==> src/include/ifd_pkg.sv <==
// Purpose: shared constants for the input terminal function decoder
// Assumes: 8 terminals, 8-bit function codes, APB byte addresses
// Notes: function codes and fault codes are the drive's own numbering
package ifd_pkg;
    localparam int CLK_HZ = 20_000_000;
    localparam int MS_PER_S = 1000;
    localparam int CYC_PER_MS_DEF = CLK_HZ / MS_PER_S;
    localparam int TERMS = 8;
    localparam int FIFTH_TERM = 4; // index of fifth_input_terminal
    localparam int FC_W = 8;
    localparam int FILT_W = 10;
    localparam logic [FILT_W-1:0] FILT_RST = 10'h00A; // 0.010s in ms
    localparam logic [FILT_W-1:0] FILT_ONE = 10'h001;
    // register byte offsets
    localparam logic [7:0] REG_FUNC_LO = 8'h00;
    localparam logic [7:0] REG_FUNC_HI = 8'h04;
    localparam logic [7:0] REG_CFG = 8'h08;
    localparam logic [7:0] REG_FILT = 8'h0C;
    localparam logic [7:0] REG_STAT = 8'h10;
    localparam logic [7:0] REG_FAULT = 8'h14;
    localparam logic [7:0] REG_EVT = 8'h18;
    localparam logic [7:0] REG_LEN = 8'h1C;
    // configuration fields
    localparam int CFG_SRC_LSB = 0;
    localparam int CFG_PIDDIR_BIT = 2;
    localparam int CFG_PIDMODE_LSB = 3;
    localparam int CFG_UFACT_LSB = 5;
    localparam int CFG_CTRL_BIT = 7;
    localparam logic [31:0] CFG_RST = 32'h0000_0001;
    localparam logic [31:0] FUNC_RST = 32'h0000_0000;
    // command sources
    localparam logic [1:0] SRC_PANEL = 2'h0;
    localparam logic [1:0] SRC_TERM = 2'h1;
    localparam logic [1:0] SRC_COMM = 2'h2;
    localparam logic [1:0] PID_MODE_TERM = 2'h1;
    // function codes 20..46
    localparam logic [7:0] FC_FIRST = 8'h14;
    localparam logic [7:0] FC_CMD_SW = 8'h14;
    localparam logic [7:0] FC_RAMP_HOLD = 8'h15;
    localparam logic [7:0] FC_PID_OFF = 8'h16;
    localparam logic [7:0] FC_PLC_PAUSE = 8'h17;
    localparam logic [7:0] FC_SWING = 8'h18;
    localparam logic [7:0] FC_EVT_IN = 8'h19;
    localparam logic [7:0] FC_EVT_CLR = 8'h1A;
    localparam logic [7:0] FC_LEN_IN = 8'h1B;
    localparam logic [7:0] FC_LEN_CLR = 8'h1C;
    localparam logic [7:0] FC_TQ_INH = 8'h1D;
    localparam logic [7:0] FC_PULSE = 8'h1E;
    localparam logic [7:0] FC_DC_BRAKE = 8'h20;
    localparam logic [7:0] FC_EXT_FLT = 8'h21;
    localparam logic [7:0] FC_FREQ_LOCK = 8'h22;
    localparam logic [7:0] FC_PID_REV = 8'h23;
    localparam logic [7:0] FC_EXT_STOP = 8'h24;
    localparam logic [7:0] FC_CMD_SW2 = 8'h25;
    localparam logic [7:0] FC_INT_FRZ = 8'h26;
    localparam logic [7:0] FC_X_PRESET = 8'h27;
    localparam logic [7:0] FC_Y_PRESET = 8'h28;
    localparam logic [7:0] FC_MOTOR1 = 8'h29;
    localparam logic [7:0] FC_MOTOR2 = 8'h2A;
    localparam logic [7:0] FC_PID_SET = 8'h2B;
    localparam logic [7:0] FC_UFLT1 = 8'h2C;
    localparam logic [7:0] FC_UFLT2 = 8'h2D;
    localparam logic [7:0] FC_SPD_TQ = 8'h2E;
    localparam int FC_SPAN = 27;
    // fault codes and sticky bit positions
    localparam logic [7:0] EXTERNAL_FAULT_CODE = 8'h0F;
    localparam logic [7:0] USER_FAULT_ONE_CODE = 8'h1B;
    localparam logic [7:0] USER_FAULT_TWO_CODE = 8'h1C;
    localparam logic [7:0] NO_FAULT_CODE = 8'h00;
    localparam int FLT_EXT = 0;
    localparam int FLT_U1 = 1;
    localparam int FLT_U2 = 2;
    localparam int FLT_N = 3;
    localparam int CNT_W = 16;
endpackage

==> src/ifd_decoder.sv <==
// Purpose: decode debounced input terminals into drive control actions
// Assumes: terminals are asynchronous contacts, ON is high
// Notes: APB slave answers two cycles after setup; ce freezes everything
//
// Overview of operation
// [RULE1] code 20 swaps owner with panel
// [RULE2] code 21 holds frequency, stop still works
// [RULE3] code 22 pauses PID, holds frequency
// [RULE4] code 23 pauses program, resumes on release
// [RULE5] code 24 pauses swing, central frequency out
// [RULE6] code 25 counts pulses on event counter
// [RULE7] code 26 clears event counter
// [RULE8] codes 27/28 count and clear length
// [RULE9] code 29 forces speed control mode
// [RULE10] code 30 honoured only on fifth terminal
// [RULE11] code 32 enters DC braking at once
// [RULE12] code 33 raises external fault and stops
// [RULE13] code 34 locks frequency setpoint
// [RULE14] code 35 inverts PID direction
// [RULE15] code 36 stops like panel stop key
// [RULE16] code 37 hands terminal ownership to communication
// [RULE17] code 38 freezes PID integral only
// [RULE18] codes 39/40 replace X/Y with preset
// [RULE19] codes 41/42 select motor group
// [RULE20] code 43 picks PID set in mode one
// [RULE21] codes 44/45 raise user faults
// [RULE22] code 46 swaps default speed/torque mode
// [RULE23] each terminal debounced by filter time
// [RULE24] terminals synchronised, routed by function code
// [RULE25] reserved or unassigned codes do nothing
`timescale 1ns/100ps
module ifd_decoder
    import ifd_pkg::*;
#(
    parameter int CYC_PER_MS = CYC_PER_MS_DEF
) (
    input wire logic pclk,
    input wire logic presetn,
    input wire logic ce,
    input wire logic psel,
    input wire logic penable,
    input wire logic pwrite,
    input wire logic [7:0] paddr,
    input wire logic [31:0] pwdata,
    output logic [31:0] prdata,
    output logic pready,
    output logic pslverr,
    input wire logic [TERMS-1:0] term_in,
    output logic [1:0] cmd_owner,
    output logic ramp_hold,
    output logic freq_hold,
    output logic pid_pause,
    output logic plc_pause,
    output logic plc_resume,
    output logic swing_pause,
    output logic [CNT_W-1:0] evt_count,
    output logic [CNT_W-1:0] len_count,
    output logic torque_mode,
    output logic pulse_train,
    output logic dc_brake,
    output logic fault_stop,
    output logic [7:0] fault_code,
    output logic [1:0] fault_action,
    output logic freq_lock,
    output logic pid_reverse,
    output logic panel_stop,
    output logic pid_int_freeze,
    output logic x_preset,
    output logic y_preset,
    output logic [1:0] motor_sel,
    output logic pid_set_two
);
    localparam int MSW = $clog2(CYC_PER_MS + 1);
    localparam logic [MSW-1:0] MS_LAST = MSW'(CYC_PER_MS - 1);
    localparam logic [MSW-1:0] MS_ZERO = '0;
    localparam logic [CNT_W-1:0] CNT_ONE = 16'h0001;

    logic [TERMS-1:0] sync_a;
    logic [TERMS-1:0] sync_b;
    logic [TERMS-1:0] term_st;
    logic [FILT_W-1:0] dbn_cnt [TERMS];
    logic [MSW-1:0] ms_cnt;
    logic ms_tick;
    logic [FC_W*TERMS-1:0] func_map;
    logic [31:0] cfg;
    logic [FILT_W-1:0] filt_ms;
    logic [FLT_N-1:0] flt;
    logic [FLT_N-1:0] next_flt;
    logic [FLT_N-1:0] flt_set;
    logic [FLT_N-1:0] flt_clr;
    logic [FC_SPAN-1:0] fon;
    logic [FC_SPAN-1:0] fon_q;
    logic [1:0] src;
    logic [1:0] next_owner;
    logic [31:0] rd_mux;
    logic rd_hit;
    logic acc;
    logic wr_en;
    logic pulse_ok;

    // a function is on when any terminal carrying its code is on
    function automatic logic fn_on(input logic [7:0] code, input logic [FC_W*TERMS-1:0] map,
                                   input logic [TERMS-1:0] st);
        logic r;
        r = 1'b0;
        for (int i = 0; i < TERMS; i++) begin
            if (map[i*FC_W +: FC_W] == code && st[i]) begin
                r = 1'b1;
            end
        end
        return r;
    endfunction

    // index of a function code inside the decoded vector
    function automatic int fx(input logic [7:0] code);
        return int'(code - FC_FIRST);
    endfunction

    // two-flop synchroniser; contacts bounce and are unrelated to pclk
    always_ff @(posedge pclk or negedge presetn) begin
        if (!presetn) begin
            sync_a <= '0;
            sync_b <= '0;
        end else if (ce) begin
            sync_a <= term_in; // RULE24
            sync_b <= sync_a;
        end
    end

    // millisecond tick shared by all filters, saves a wide counter per input
    always_ff @(posedge pclk or negedge presetn) begin
        if (!presetn) begin
            ms_cnt <= MS_ZERO;
            ms_tick <= 1'b0;
        end else if (ce) begin
            ms_tick <= (ms_cnt == MS_LAST);
            ms_cnt <= (ms_cnt == MS_LAST) ? MS_ZERO : ms_cnt + 1'b1;
        end
    end

    // debounce: a new level must persist filt_ms ticks; zero passes directly
    always_ff @(posedge pclk or negedge presetn) begin
        if (!presetn) begin
            term_st <= '0;
            for (int i = 0; i < TERMS; i++) begin
                dbn_cnt[i] <= '0;
            end
        end else if (ce) begin
            for (int i = 0; i < TERMS; i++) begin
                if (sync_b[i] == term_st[i]) begin
                    dbn_cnt[i] <= '0;
                end else if (filt_ms == '0 || (ms_tick && dbn_cnt[i] + FILT_ONE >= filt_ms)) begin
                    term_st[i] <= sync_b[i]; // RULE23
                    dbn_cnt[i] <= '0;
                end else if (ms_tick) begin
                    dbn_cnt[i] <= dbn_cnt[i] + FILT_ONE;
                end
            end
        end
    end

    // decode every code in range; code 31 and codes outside have no consumer
    always_comb begin
        fon = '0;
        for (int k = 0; k < FC_SPAN; k++) begin
            fon[k] = fn_on(FC_FIRST + 8'(k), func_map, term_st); // RULE24 RULE25
        end
    end

    // pulse-train input is only meaningful on the fifth terminal
    assign pulse_ok = term_st[FIFTH_TERM] && func_map[FIFTH_TERM*FC_W +: FC_W] == FC_PULSE; // RULE10

    assign src = cfg[CFG_SRC_LSB +: 2];

    // owner follows the terminal level; code 20 wins over code 37
    always_comb begin
        case (src)
            SRC_TERM: begin
                if (fon[fx(FC_CMD_SW)]) begin
                    next_owner = SRC_PANEL; // RULE1
                end else if (fon[fx(FC_CMD_SW2)]) begin
                    next_owner = SRC_COMM; // RULE16
                end else begin
                    next_owner = SRC_TERM;
                end
            end
            SRC_COMM: begin
                next_owner = fon[fx(FC_CMD_SW)] ? SRC_PANEL : SRC_COMM; // RULE1
            end
            default: begin
                next_owner = SRC_PANEL;
            end
        endcase
    end

    // sticky faults on rising terminal edges; a new fault beats a clear
    assign flt_set[FLT_EXT] = fon[fx(FC_EXT_FLT)] && !fon_q[fx(FC_EXT_FLT)]; // RULE12
    assign flt_set[FLT_U1] = fon[fx(FC_UFLT1)] && !fon_q[fx(FC_UFLT1)]; // RULE21
    assign flt_set[FLT_U2] = fon[fx(FC_UFLT2)] && !fon_q[fx(FC_UFLT2)]; // RULE21
    assign flt_clr = (wr_en && paddr == REG_FAULT) ? pwdata[FLT_N-1:0] : '0;
    assign next_flt = (flt & ~flt_clr) | flt_set;

    // fault state and the code shown, external fault has priority
    always_ff @(posedge pclk or negedge presetn) begin
        if (!presetn) begin
            flt <= '0;
            fault_stop <= 1'b0;
            fault_code <= NO_FAULT_CODE;
            fault_action <= '0;
        end else if (ce) begin
            flt <= next_flt;
            fault_stop <= |next_flt; // RULE12
            fault_action <= cfg[CFG_UFACT_LSB +: 2]; // RULE21
            if (next_flt[FLT_EXT]) begin
                fault_code <= EXTERNAL_FAULT_CODE;
            end else if (next_flt[FLT_U1]) begin
                fault_code <= USER_FAULT_ONE_CODE;
            end else if (next_flt[FLT_U2]) begin
                fault_code <= USER_FAULT_TWO_CODE;
            end else begin
                fault_code <= NO_FAULT_CODE;
            end
        end
    end

    // event and length counters; an active clear holds them at zero
    always_ff @(posedge pclk or negedge presetn) begin
        if (!presetn) begin
            fon_q <= '0;
            evt_count <= '0;
            len_count <= '0;
        end else if (ce) begin
            fon_q <= fon;
            if (fon[fx(FC_EVT_CLR)]) begin
                evt_count <= '0; // RULE7
            end else if (fon[fx(FC_EVT_IN)] && !fon_q[fx(FC_EVT_IN)]) begin
                evt_count <= evt_count + CNT_ONE; // RULE6
            end
            if (fon[fx(FC_LEN_CLR)]) begin
                len_count <= '0; // RULE8
            end else if (fon[fx(FC_LEN_IN)] && !fon_q[fx(FC_LEN_IN)]) begin
                len_count <= len_count + CNT_ONE; // RULE8
            end
        end
    end

    // command and frequency control levels
    always_ff @(posedge pclk or negedge presetn) begin
        if (!presetn) begin
            cmd_owner <= SRC_TERM;
            ramp_hold <= 1'b0;
            freq_hold <= 1'b0;
            pid_pause <= 1'b0;
            plc_pause <= 1'b0;
            plc_resume <= 1'b0;
            swing_pause <= 1'b0;
            freq_lock <= 1'b0;
            panel_stop <= 1'b0;
            dc_brake <= 1'b0;
            pulse_train <= 1'b0;
        end else if (ce) begin
            cmd_owner <= next_owner;
            ramp_hold <= fon[fx(FC_RAMP_HOLD)]; // RULE2
            freq_hold <= fon[fx(FC_RAMP_HOLD)] || fon[fx(FC_PID_OFF)]; // RULE2 RULE3
            pid_pause <= fon[fx(FC_PID_OFF)]; // RULE3
            plc_pause <= fon[fx(FC_PLC_PAUSE)]; // RULE4
            plc_resume <= plc_pause && !fon[fx(FC_PLC_PAUSE)]; // RULE4
            swing_pause <= fon[fx(FC_SWING)]; // RULE5
            freq_lock <= fon[fx(FC_FREQ_LOCK)]; // RULE13
            // stop is never gated by the ramp hold
            panel_stop <= fon[fx(FC_EXT_STOP)] && next_owner == SRC_PANEL; // RULE15 RULE2
            dc_brake <= fon[fx(FC_DC_BRAKE)]; // RULE11
            pulse_train <= pulse_ok; // RULE10
        end
    end

    // PID, motor and control mode selections
    always_ff @(posedge pclk or negedge presetn) begin
        if (!presetn) begin
            pid_reverse <= 1'b0;
            pid_int_freeze <= 1'b0;
            x_preset <= 1'b0;
            y_preset <= 1'b0;
            motor_sel <= '0;
            pid_set_two <= 1'b0;
            torque_mode <= 1'b0;
        end else if (ce) begin
            pid_reverse <= cfg[CFG_PIDDIR_BIT] ^ fon[fx(FC_PID_REV)]; // RULE14
            pid_int_freeze <= fon[fx(FC_INT_FRZ)]; // RULE17
            x_preset <= fon[fx(FC_X_PRESET)]; // RULE18
            y_preset <= fon[fx(FC_Y_PRESET)]; // RULE18
            motor_sel <= {fon[fx(FC_MOTOR2)], fon[fx(FC_MOTOR1)]}; // RULE19
            pid_set_two <= cfg[CFG_PIDMODE_LSB +: 2] == PID_MODE_TERM && fon[fx(FC_PID_SET)]; // RULE20
            // speed inhibit of torque control overrides the swap
            torque_mode <= !fon[fx(FC_TQ_INH)] && (cfg[CFG_CTRL_BIT] ^ fon[fx(FC_SPD_TQ)]); // RULE9 RULE22
        end
    end

    // APB: answer comes one cycle into the access phase
    assign acc = psel && penable && !pready;
    assign wr_en = ce && psel && penable && pready && pwrite;

    // read decode, unmapped addresses flag an error
    always_comb begin
        rd_hit = 1'b1;
        case (paddr)
            REG_FUNC_LO: rd_mux = func_map[31:0];
            REG_FUNC_HI: rd_mux = func_map[63:32];
            REG_CFG: rd_mux = cfg;
            REG_FILT: rd_mux = {22'h000000, filt_ms};
            REG_STAT: rd_mux = {term_st, 3'h0, torque_mode, pid_set_two, motor_sel, y_preset, x_preset,
                                pid_int_freeze, panel_stop, pid_reverse, freq_lock, dc_brake, pulse_train,
                                swing_pause, plc_pause, pid_pause, freq_hold, ramp_hold, 2'h0, cmd_owner};
            REG_FAULT: rd_mux = {16'h0000, fault_code, 5'h00, flt};
            REG_EVT: rd_mux = {16'h0000, evt_count};
            REG_LEN: rd_mux = {16'h0000, len_count};
            default: begin
                rd_mux = 32'h0000_0000;
                rd_hit = 1'b0;
            end
        endcase
    end

    // bus handshake and read data
    always_ff @(posedge pclk or negedge presetn) begin
        if (!presetn) begin
            pready <= 1'b0;
            pslverr <= 1'b0;
            prdata <= '0;
        end else if (ce) begin
            pready <= acc;
            pslverr <= acc && !rd_hit;
            if (acc && !pwrite) begin
                prdata <= rd_mux;
            end
        end
    end

    // configuration writes, taken at the edge where pready is sampled high
    always_ff @(posedge pclk or negedge presetn) begin
        if (!presetn) begin
            func_map <= {FUNC_RST, FUNC_RST};
            cfg <= CFG_RST;
            filt_ms <= FILT_RST;
        end else if (wr_en) begin
            case (paddr)
                REG_FUNC_LO: func_map[31:0] <= pwdata;
                REG_FUNC_HI: func_map[63:32] <= pwdata;
                REG_CFG: cfg <= {24'h000000, pwdata[7:0]};
                REG_FILT: filt_ms <= pwdata[FILT_W-1:0];
                default: begin
                end
            endcase
        end
    end
endmodule

==> config.mk <==
export PLATFORM = sky130hd
export DESIGN_NAME = ifd_decoder
export DESIGN_NICKNAME = d
export VERILOG_FILES = /design/src/include/ifd_pkg.sv /design/src/ifd_decoder.sv
export SDC_FILE = /design/constraint.sdc
export NUM_CORES = 1
export LEC_CHECK = 0
export ABC_AREA = 1
export BUFFER_PORTS_ARGS = -buffer_cell sky130_fd_sc_hd__buf_2
export CAP_MARGIN = 20
export CORE_ASPECT_RATIO = 1.5
export CORE_MARGIN = 1.5
export CORE_UTILIZATION = 60
export CTS_BUF_LIST = sky130_fd_sc_hd__clkbuf_4
export DETAILED_ROUTE_END_ITERATION = 12
export HOLD_SLACK_MARGIN = 0.02
export PLACE_DENSITY = 0.77
export SLEW_MARGIN = 20
export SYNTH_ARGS = -nofsm -noshare
export SYNTH_HDL_FRONTEND = slang
export SYNTH_SLANG_ARGS = --single-unit
==> constraint.sdc <==
create_clock -name pclk -period 6.33 [get_ports pclk]
set_input_delay 0 -clock pclk [delete_from_list [all_inputs] [get_ports pclk]]
set_output_delay 0 -clock pclk [all_outputs]
set_load 0.01 [all_outputs]
==> impl_metrics.csv, run 1 <==
group,metric,value,unit
run_status,outcome,"completed",
synth,yosysSeqAreaShare,38.7,%
hold_path,min_from,"pwdata[20]",
timing,fmax,0.317,GHz
routing,vias,20800,
place,gp_congestion,1.10,
routing,first_iter_violations,1645,
synth,yosysTopAreaCell,"dfrtp_1",
power_and_ir_drop,p_clk_share,41.1,%
synth,synth-edff-count,0,
routing,final_antenna_net_count,0,
grt,antenna_found_initial,3,
timing,finClkSkew,0.0745,ns
setup_path,cp.required,6.99,ns
floorplanning,fp-row-count,80,
setup_path,end_kind,"flop",
timing,rsz0062_at_grt,"no",
cts,cts_tree,"done",
synth,syn_avg_cell_area,7.12,µm²
synth,synthesis.instances,2750,
final_layout,fin_nets,3141,
place,dp_hpwl,53.0,mm
grt,grt_pass1_vias,20500,
grt,grt_use_met3,10.8,%
grt,grt_overflow,0,
synth,async_flop_share,100,%
cts,cts_root_buf,"clkbuf_4",
power_and_ir_drop,p_switching,1200,µW
timing,period_needed,3.16,ns
grt,met1_usage,47.4,%
setup_path,cp.arrival,3.82,ns
grt,grt_pass1_wl,111,mm
synth,synth_seq_cells,303,
routing,drc,0,
timing,max_slew.worst_pin.slew,0.982,ns
final_layout,instances_no_fill,3463,
routing,vias_per_cell,5.99,
power_and_ir_drop,switching_share,28.6,%
floorplanning,core,31900,µm²
power_and_ir_drop,p_per_area,187,nW/µm²
floorplanning,die_area,33800,µm²
final_layout,seqCellArea,7590,µm²
setup_path,worstPathMaxFanout,8,
final_layout,synthToLayoutAreaGrowth,14.4,%
hold_path,min_path_type,"in -> reg",
timing,relSlewSlack,34.0,%
power_and_ir_drop,pwr-share-comb,8.8,%
timing,finalCritPeriodShare,49.9,%
final_layout,multiInputGateArea,10300,µm²
synth,synth_top_cell_area_share,38.2,%
timing,tns,0,ns
power_and_ir_drop,p_leak,0.0117,µW
floorplanning,initial_core_util,61.3,%
synth,synthTopCellsByArea,"dfrtp_1 38%, nand2_1 15%, inv_1 6.7%, ha_1 5.9%, nor2_1 5.4%",
cts,cts.sinks,303,
cts,htreeDepth,3,
setup_path,worstSetupStartpoint,"dbn_cnt[2]",
place,placed_cells,3246,
cts,cts_buffers,74,
routing,dr.pass1.iters,8,
floorplanning,io_pins,151,
grt,grt_util_all_layers,43.9,%
synth,yosysUniqueCellTypes,55,
floorplanning,dieHeight,224,µm
cts,clk_path_buf_depth,3,
final_layout,fillCellCount,2535,
setup_path,r2r_start,"dbn_cnt[2]",
timing,hold_viol_final,0,
floorplanning,die_w,151,µm
power_and_ir_drop,p_int,2980,µW
cts,postCtsSetupRepairBufs,0,
grt,top_usage_layer,"met2",
routing,wl_per_cell,21.0,µm
place,io_buffers,147,
grt,grt_use_met2,72.7,%
setup_path,crit_type,"reg -> reg",
power_and_ir_drop,vdd_ir_drop_max,0.167,mV
grt,grt_max_degree,163,
setup_path,critPathLaunchType,"flop",
final_layout,drive_gt1_share,12.0,%
synth,ys.flop_type,"dfrtp_1",
power_and_ir_drop,p_seq_share,50.1,%
cts,path_clk_slew,0.09,ns
synth,yosysWarnings,0,
timing,slew_viol_final,0,
routing,wirelength,72.8,mm
setup_path,r2r_slack,3.17,ns
timing,setup_viol,0,
synth,syn_area,19600,µm²
job,cap_violations,0,
cts,clk_latency,0.81,ns
-- worst paths after layout --
| check | endpoint | cells past startpoint |
|---|---|---|
| worst max-delay path | dbn_cnt[9] | 16 |
| worst min-delay path | func_map[20] | 4 |
| worst max register to register | dbn_cnt[9] | 16 |
| worst min register to register | sync_b[0] | 2 |
| max in group asynchronous | fon_q[19] | 4 |
| min in group asynchronous | dbn_cnt[1] | 4 |
-- cells in the final DEF, fill, tap and decap left out, types with 64 or more instances in the layout --
cell type        n
buf_2          145
inv_1          350
a21oi_1         83
nor2_1         281
clkbuf_4       112
dlygate4sd3_1   81
ha_1            93
o21ai_0        204
xor2_1          79
dfrtp_1        299
nand3_1        153
nand2_1        776
nand4_1         70
o22ai_1         64
-- final cells by class --
cell class                      count  area share, %
Multi-Input combinational cell   2009           45.9
Sequential cell                   303           33.8
Tap cell                          410           2.29
Inverter                          369           6.18
Clock inverter                     20          0.553
Timing Repair Buffer              237           7.40
Clock buffer                      112           3.75
Antenna cell                        3         0.0335
-- per-layer routing --
| metal | wire, µm | up-vias |
|---|---|---|
| li1 | - | 9510 |
| met2 | 34900 | 1181 |
| met5 | 15 | - |
| met1 | 24900 | 9729 |
| met4 | 6460 | 2 |
| met3 | 6500 | 333 |
-- power groups by stage --
| stage | combinational [µW] | clock (µW) | sequential, µW |
|---|---|---|---|
| 2_1_floorplan | 201 | 0 | 2090 |
| 3_3_place_gp | 309 | 0 | 2120 |
| 3_5_place_dp | 321 | 0 | 2120 |
| 4_1_cts | 362 | 1730 | 2090 |
| 5_1_grt | 411 | 1840 | 2100 |
| 6_report | 370 | 1720 | 2090 |
-- through the flow --
step | setup slack [ns] | instance area [µm²] | total power (µW) | hold WS, ns | utilization (%)
6_report | 3.17 | 22400 | 4180 | 0.0504 | 70.2
5_1_grt | 2.92 | 22400 | 4350 | 0.0608 | 70.2
4_1_cts | 3.30 | 22400 | 4180 | 0.0234 | 70.1
3_5_place_dp | 3.17 | 20600 | 2440 | -0.00548 | 64.5
3_3_place_gp | 3.42 | 20600 | 2430 | -0.0128 | 64.5
2_1_floorplan | 3.82 | 19600 | 2290 | -0.296 | -
-- flip-flops by register name (all words and copies together), names as in the netlist, 2 cells and up --
name	flops
evt_count	16
func_map	64
cmd_owner	2
dbn_cnt	80
fon_q	16
filt_ms	10
term_st	8
sync_a	8
prdata	32
sync_b	8
fault_action	2
flt	3
fault_code	4
ms_cnt	15
len_count	16
cfg	8
-- critical path: stages, from the launching register on --
cell and delay, ns:
dfrtp_1 0.40, inv_1 0.08, nor4_1 0.52, nand4_1 0.18, or2_2 0.31, nand2_1 0.10
inv_1 0.05, ha_1 0.29, nand2_1 0.07, nor2_1 0.13, o211ai_1 0.12, nand4_1 0.10
nand2_1 0.07, nand2_1 0.27, inv_1 0.14, nand2_1 0.09, o21ai_0 0.09
-- timing repair --
action                                  4_1_cts  5_1_grt
hold endpoints to repair                    476        0
resized for setup                             0        0
endpoints found under the setup margin        0        0
hold buffers                                 82        0
-- cells in the mapped netlist (all sizes together) (6+ instances only) --
cell type / n
nand2: 793
inv: 368
nor2: 306
dfrtp: 299
o21ai: 218
nand3: 157
ha: 93
a21oi: 83
xor2: 79
nand4: 71
o22ai: 64
nor3: 51
buf: 36
clkbuf: 35
nor4: 14
o211ai: 10
o31ai: 9
or2: 9
o21a: 8
nand3b: 6
-- kinds of logic after synthesis --
logic type      Yosys count  share of synthesized area (%)
compound gates          419                           11.9
xor+xnor                 83                           3.71
fa+ha+maj                93                           5.94
buf+inv                 440                           8.79
flops                   303                           38.7
mux                       2                          0.102
other cells               1                         0.0191
simple gates           1409                           30.8
Power figures use the tool's default switching activity.
==> inputs of run 2 (changes only) <==
CORE_UTILIZATION = 57   (was 60)
PLACE_DENSITY = 0.76   (was 0.77)
clock period = 2.54 ns   (was 6.33 ns; I/O delays follow)
==> impl_metrics.csv, run 2 (synthesis gave the netlist of run 1 again) <==
group,metric,value,unit
power_and_ir_drop,p_per_area,432,nW/µm²
setup_path,crit_type,"reg -> reg",
place,gp_congestion,1.07,
grt,antenna_found_initial,5,
power_and_ir_drop,p_leak,0.0128,µW
hold_path,whs_path_depth,4,
timing,hold_viol_final,0,
final_layout,layout_common_cells,"731 x nand2_1, 331 x inv_1, 298 x dfrtp_1",
power_and_ir_drop,p_switching,3200,µW
routing,final_antenna_net_count,0,
routing,drt-met1-wl,28.7,mm
routing,wl_per_cell,23.8,µm
timing,relSlewSlack,31.2,%
power_and_ir_drop,p_seq_share,47.9,%
cts,htreeDepth,3,
floorplanning,initial_core_util,57.5,%
place,placed_cells,3402,
timing,setup_viol,87,
setup_path,critPathMaxStageDelay,0.67,ns
grt,grt_util_all_layers,42.7,%
grt,grt_overflow,0,
routing,wirelength,87.5,mm
place,placed_area,21700,µm²
setup_path,rr_worst_depth,14,
setup_path,worstPathMaxFanout,7,
grt,grt_pass1_vias,21100,
final_layout,top_regs,"dbn_cnt: 80 flops, func_map: 64 flops, prdata: 32 flops",
routing,dr.pass1.iters,7,
setup_path,cp.required,3.19,ns
setup_path,crit_chain,"buf_6 -> ha_4 -> nand3_4 -> xor2_1 -> inv_1 -> ha_1 -> nand2_1 -> nor2_1 -> o211ai_1 -> nand4_1 -> nand2_2 -> nand2_2 -> buf_6 -> o22ai_2",
run_status,violations,"setup timing",
power_and_ir_drop,vdd_ir_drop_max,0.415,mV
grt,grt_max_degree,70,
routing,vias_per_cell,6.21,
floorplanning,io_pins,151,
job,cap_violations,0,
timing,period_needed,3.12,ns
final_layout,synthToLayoutAreaGrowth,28.7,%
timing,max_slew.worst_pin.slew,1.03,ns
final_layout,final_common_cell,"nand2_1",
power_and_ir_drop,switching_share,29.3,%
cts,clk_path_buf_depth,3,
floorplanning,die_area,35500,µm²
cts,path_clk_slew,0.08,ns
final_layout,drive_gt1_share,23.2,%
floorplanning,fp-row-count,83,
setup_path,cp.arrival,3.77,ns
cts,clk_latency,0.82,ns
setup_path,critPathLaunchType,"flop",
floorplanning,core,34100,µm²
routing,drc,0,
timing,rsz0062_at_grt,"yes",
cts,cts_buffers,77,
setup_path,cpLargestDelayFamily,"simple AND/OR/NAND/NOR gates",
final_layout,instances_no_fill,3684,
floorplanning,die_w,154,µm
setup_path,end_kind,"flop",
timing,setup_slack,-0.576,ns
hold_path,min_path_type,"in -> reg",
setup_path,path_buf_inv,3,
timing,finClkSkew,0.0778,ns
power_and_ir_drop,p_clk_share,42.1,%
grt,grt_pass1_wl,115,mm
setup_path,crit_slowest_cell,"xor2_1",
floorplanning,dieHeight,230,µm
power_and_ir_drop,pwr-share-comb,10.0,%
timing,finalCritPeriodShare,123,%
routing,top_layer_used,"met5",
final_layout,top_register,"dbn_cnt",
final_layout,fin_area,25200,µm²
setup_path,cp_num_cells,14,
cts,cts_root_buf,"clkbuf_4",
routing,met3WireLength,9.09,mm
routing,vias,22900,
place,io_buffers,147,
power_and_ir_drop,p_int,7700,µW
place,dp_hpwl,55.6,mm
routing,first_iter_violations,2649,
timing,fmax,0.321,GHz
final_layout,fin_nets,3343,
cts,cts_tree,"done",
run_status,outcome,"finished, violations left",
cts,cts.sinks,303,
routing,route.met2.wl,39.9,mm
final_layout,largest_register_ffs,80,
timing,slew_viol_final,0,
==> run 2: changes by cell type in the layout (fill, tap and decap cells not counted), moves of 20 or more <==
cell	change
buf_4	+169
o21ai_0	-51
nand2_1	-45
nand2_2	+33
nor2_1	-29
o21ai_1	+29
ha_1	-25
o21ai_2	+22
ha_4	+20
==> run 2: what timing repair did <==
item,in CTS,in global routing
endpoints found under the hold margin,541,0
setup endpoints to repair,67,103
pin swaps,19,106
buffers inserted,11,36
gates cloned,0,1
hold buffers,92,0
resized for setup,47,266
==> run 2: cell type report <==
cell class                      instances  area (µm²)
Multi-Input combinational cell       2009       11400
Fill cell                            2421        8850
Sequential cell                       303        7590
Timing Repair Buffer                  436        3300
Inverter                              369        1390
Clock buffer                          117         878
Tap cell                              425         532
Clock inverter                         21         144
Antenna cell                            4        10.0
==> run 2: routing by layer <==
metal / vias to the layer above / track usage, %
met3: 679 / 8.25
met1: 10600 / 46.4
li1: 9867 / -
met5: - / 0
met4: 6 / 35.1
met2: 1701 / 72.0
==> run 2: power by group through the flow <==
stage	Combinational [µW]	Sequential (µW)	Clock, µW
after floorplan	501	5200	0
after detailed placement	882	5290	0
after global placement	858	5280	0
after CTS	1020	5200	4550
after global routing	1180	5230	4810
final	1090	5220	4590
==> run 2: through the flow <==
stage          TNS (ns)  worst slack (ns)  power, µW  util, %  hold slack [ns]
6_report         -27.63            -0.576      10900     74.0           0.0406
5_1_grt          -38.70            -0.719      11200     74.0           0.0808
4_1_cts               0           0.00116      10800     70.3           0.0203
3_5_place_dp      -3.26            -0.241       6170     63.8           0.0380
3_3_place_gp          0           0.00356       6140     63.8           0.0376
2_1_floorplan         0            0.0336       5700        -           -0.296
==> run 2: worst reg2reg max path: cells and delay by family (launching register included) <==
family / cells / cell delay, ns
AOI/OAI and AO/OA: 2 / 0.21
and+or+nand+nor: 6 / 0.79
adders and majority gates: 2 / 0.49
xor gates and xnor gates: 1 / 0.67
DFF: 1 / 0.40
buffers and inverters: 3 / 0.41
==> run 2: final timing paths <==
check	startpoint	endpoint	slack, ns
max	dbn_cnt[1]	dbn_cnt[4]	-0.58
min	pwdata[29]	func_map[61]	0.04
max reg2reg	dbn_cnt[1]	dbn_cnt[4]	-0.58
min reg2reg	prdata[23]	prdata[23]	0.48
max in group asynchronous	presetn	evt_count[12]	1.61
min in group asynchronous	presetn	dbn_cnt[61]	0.49
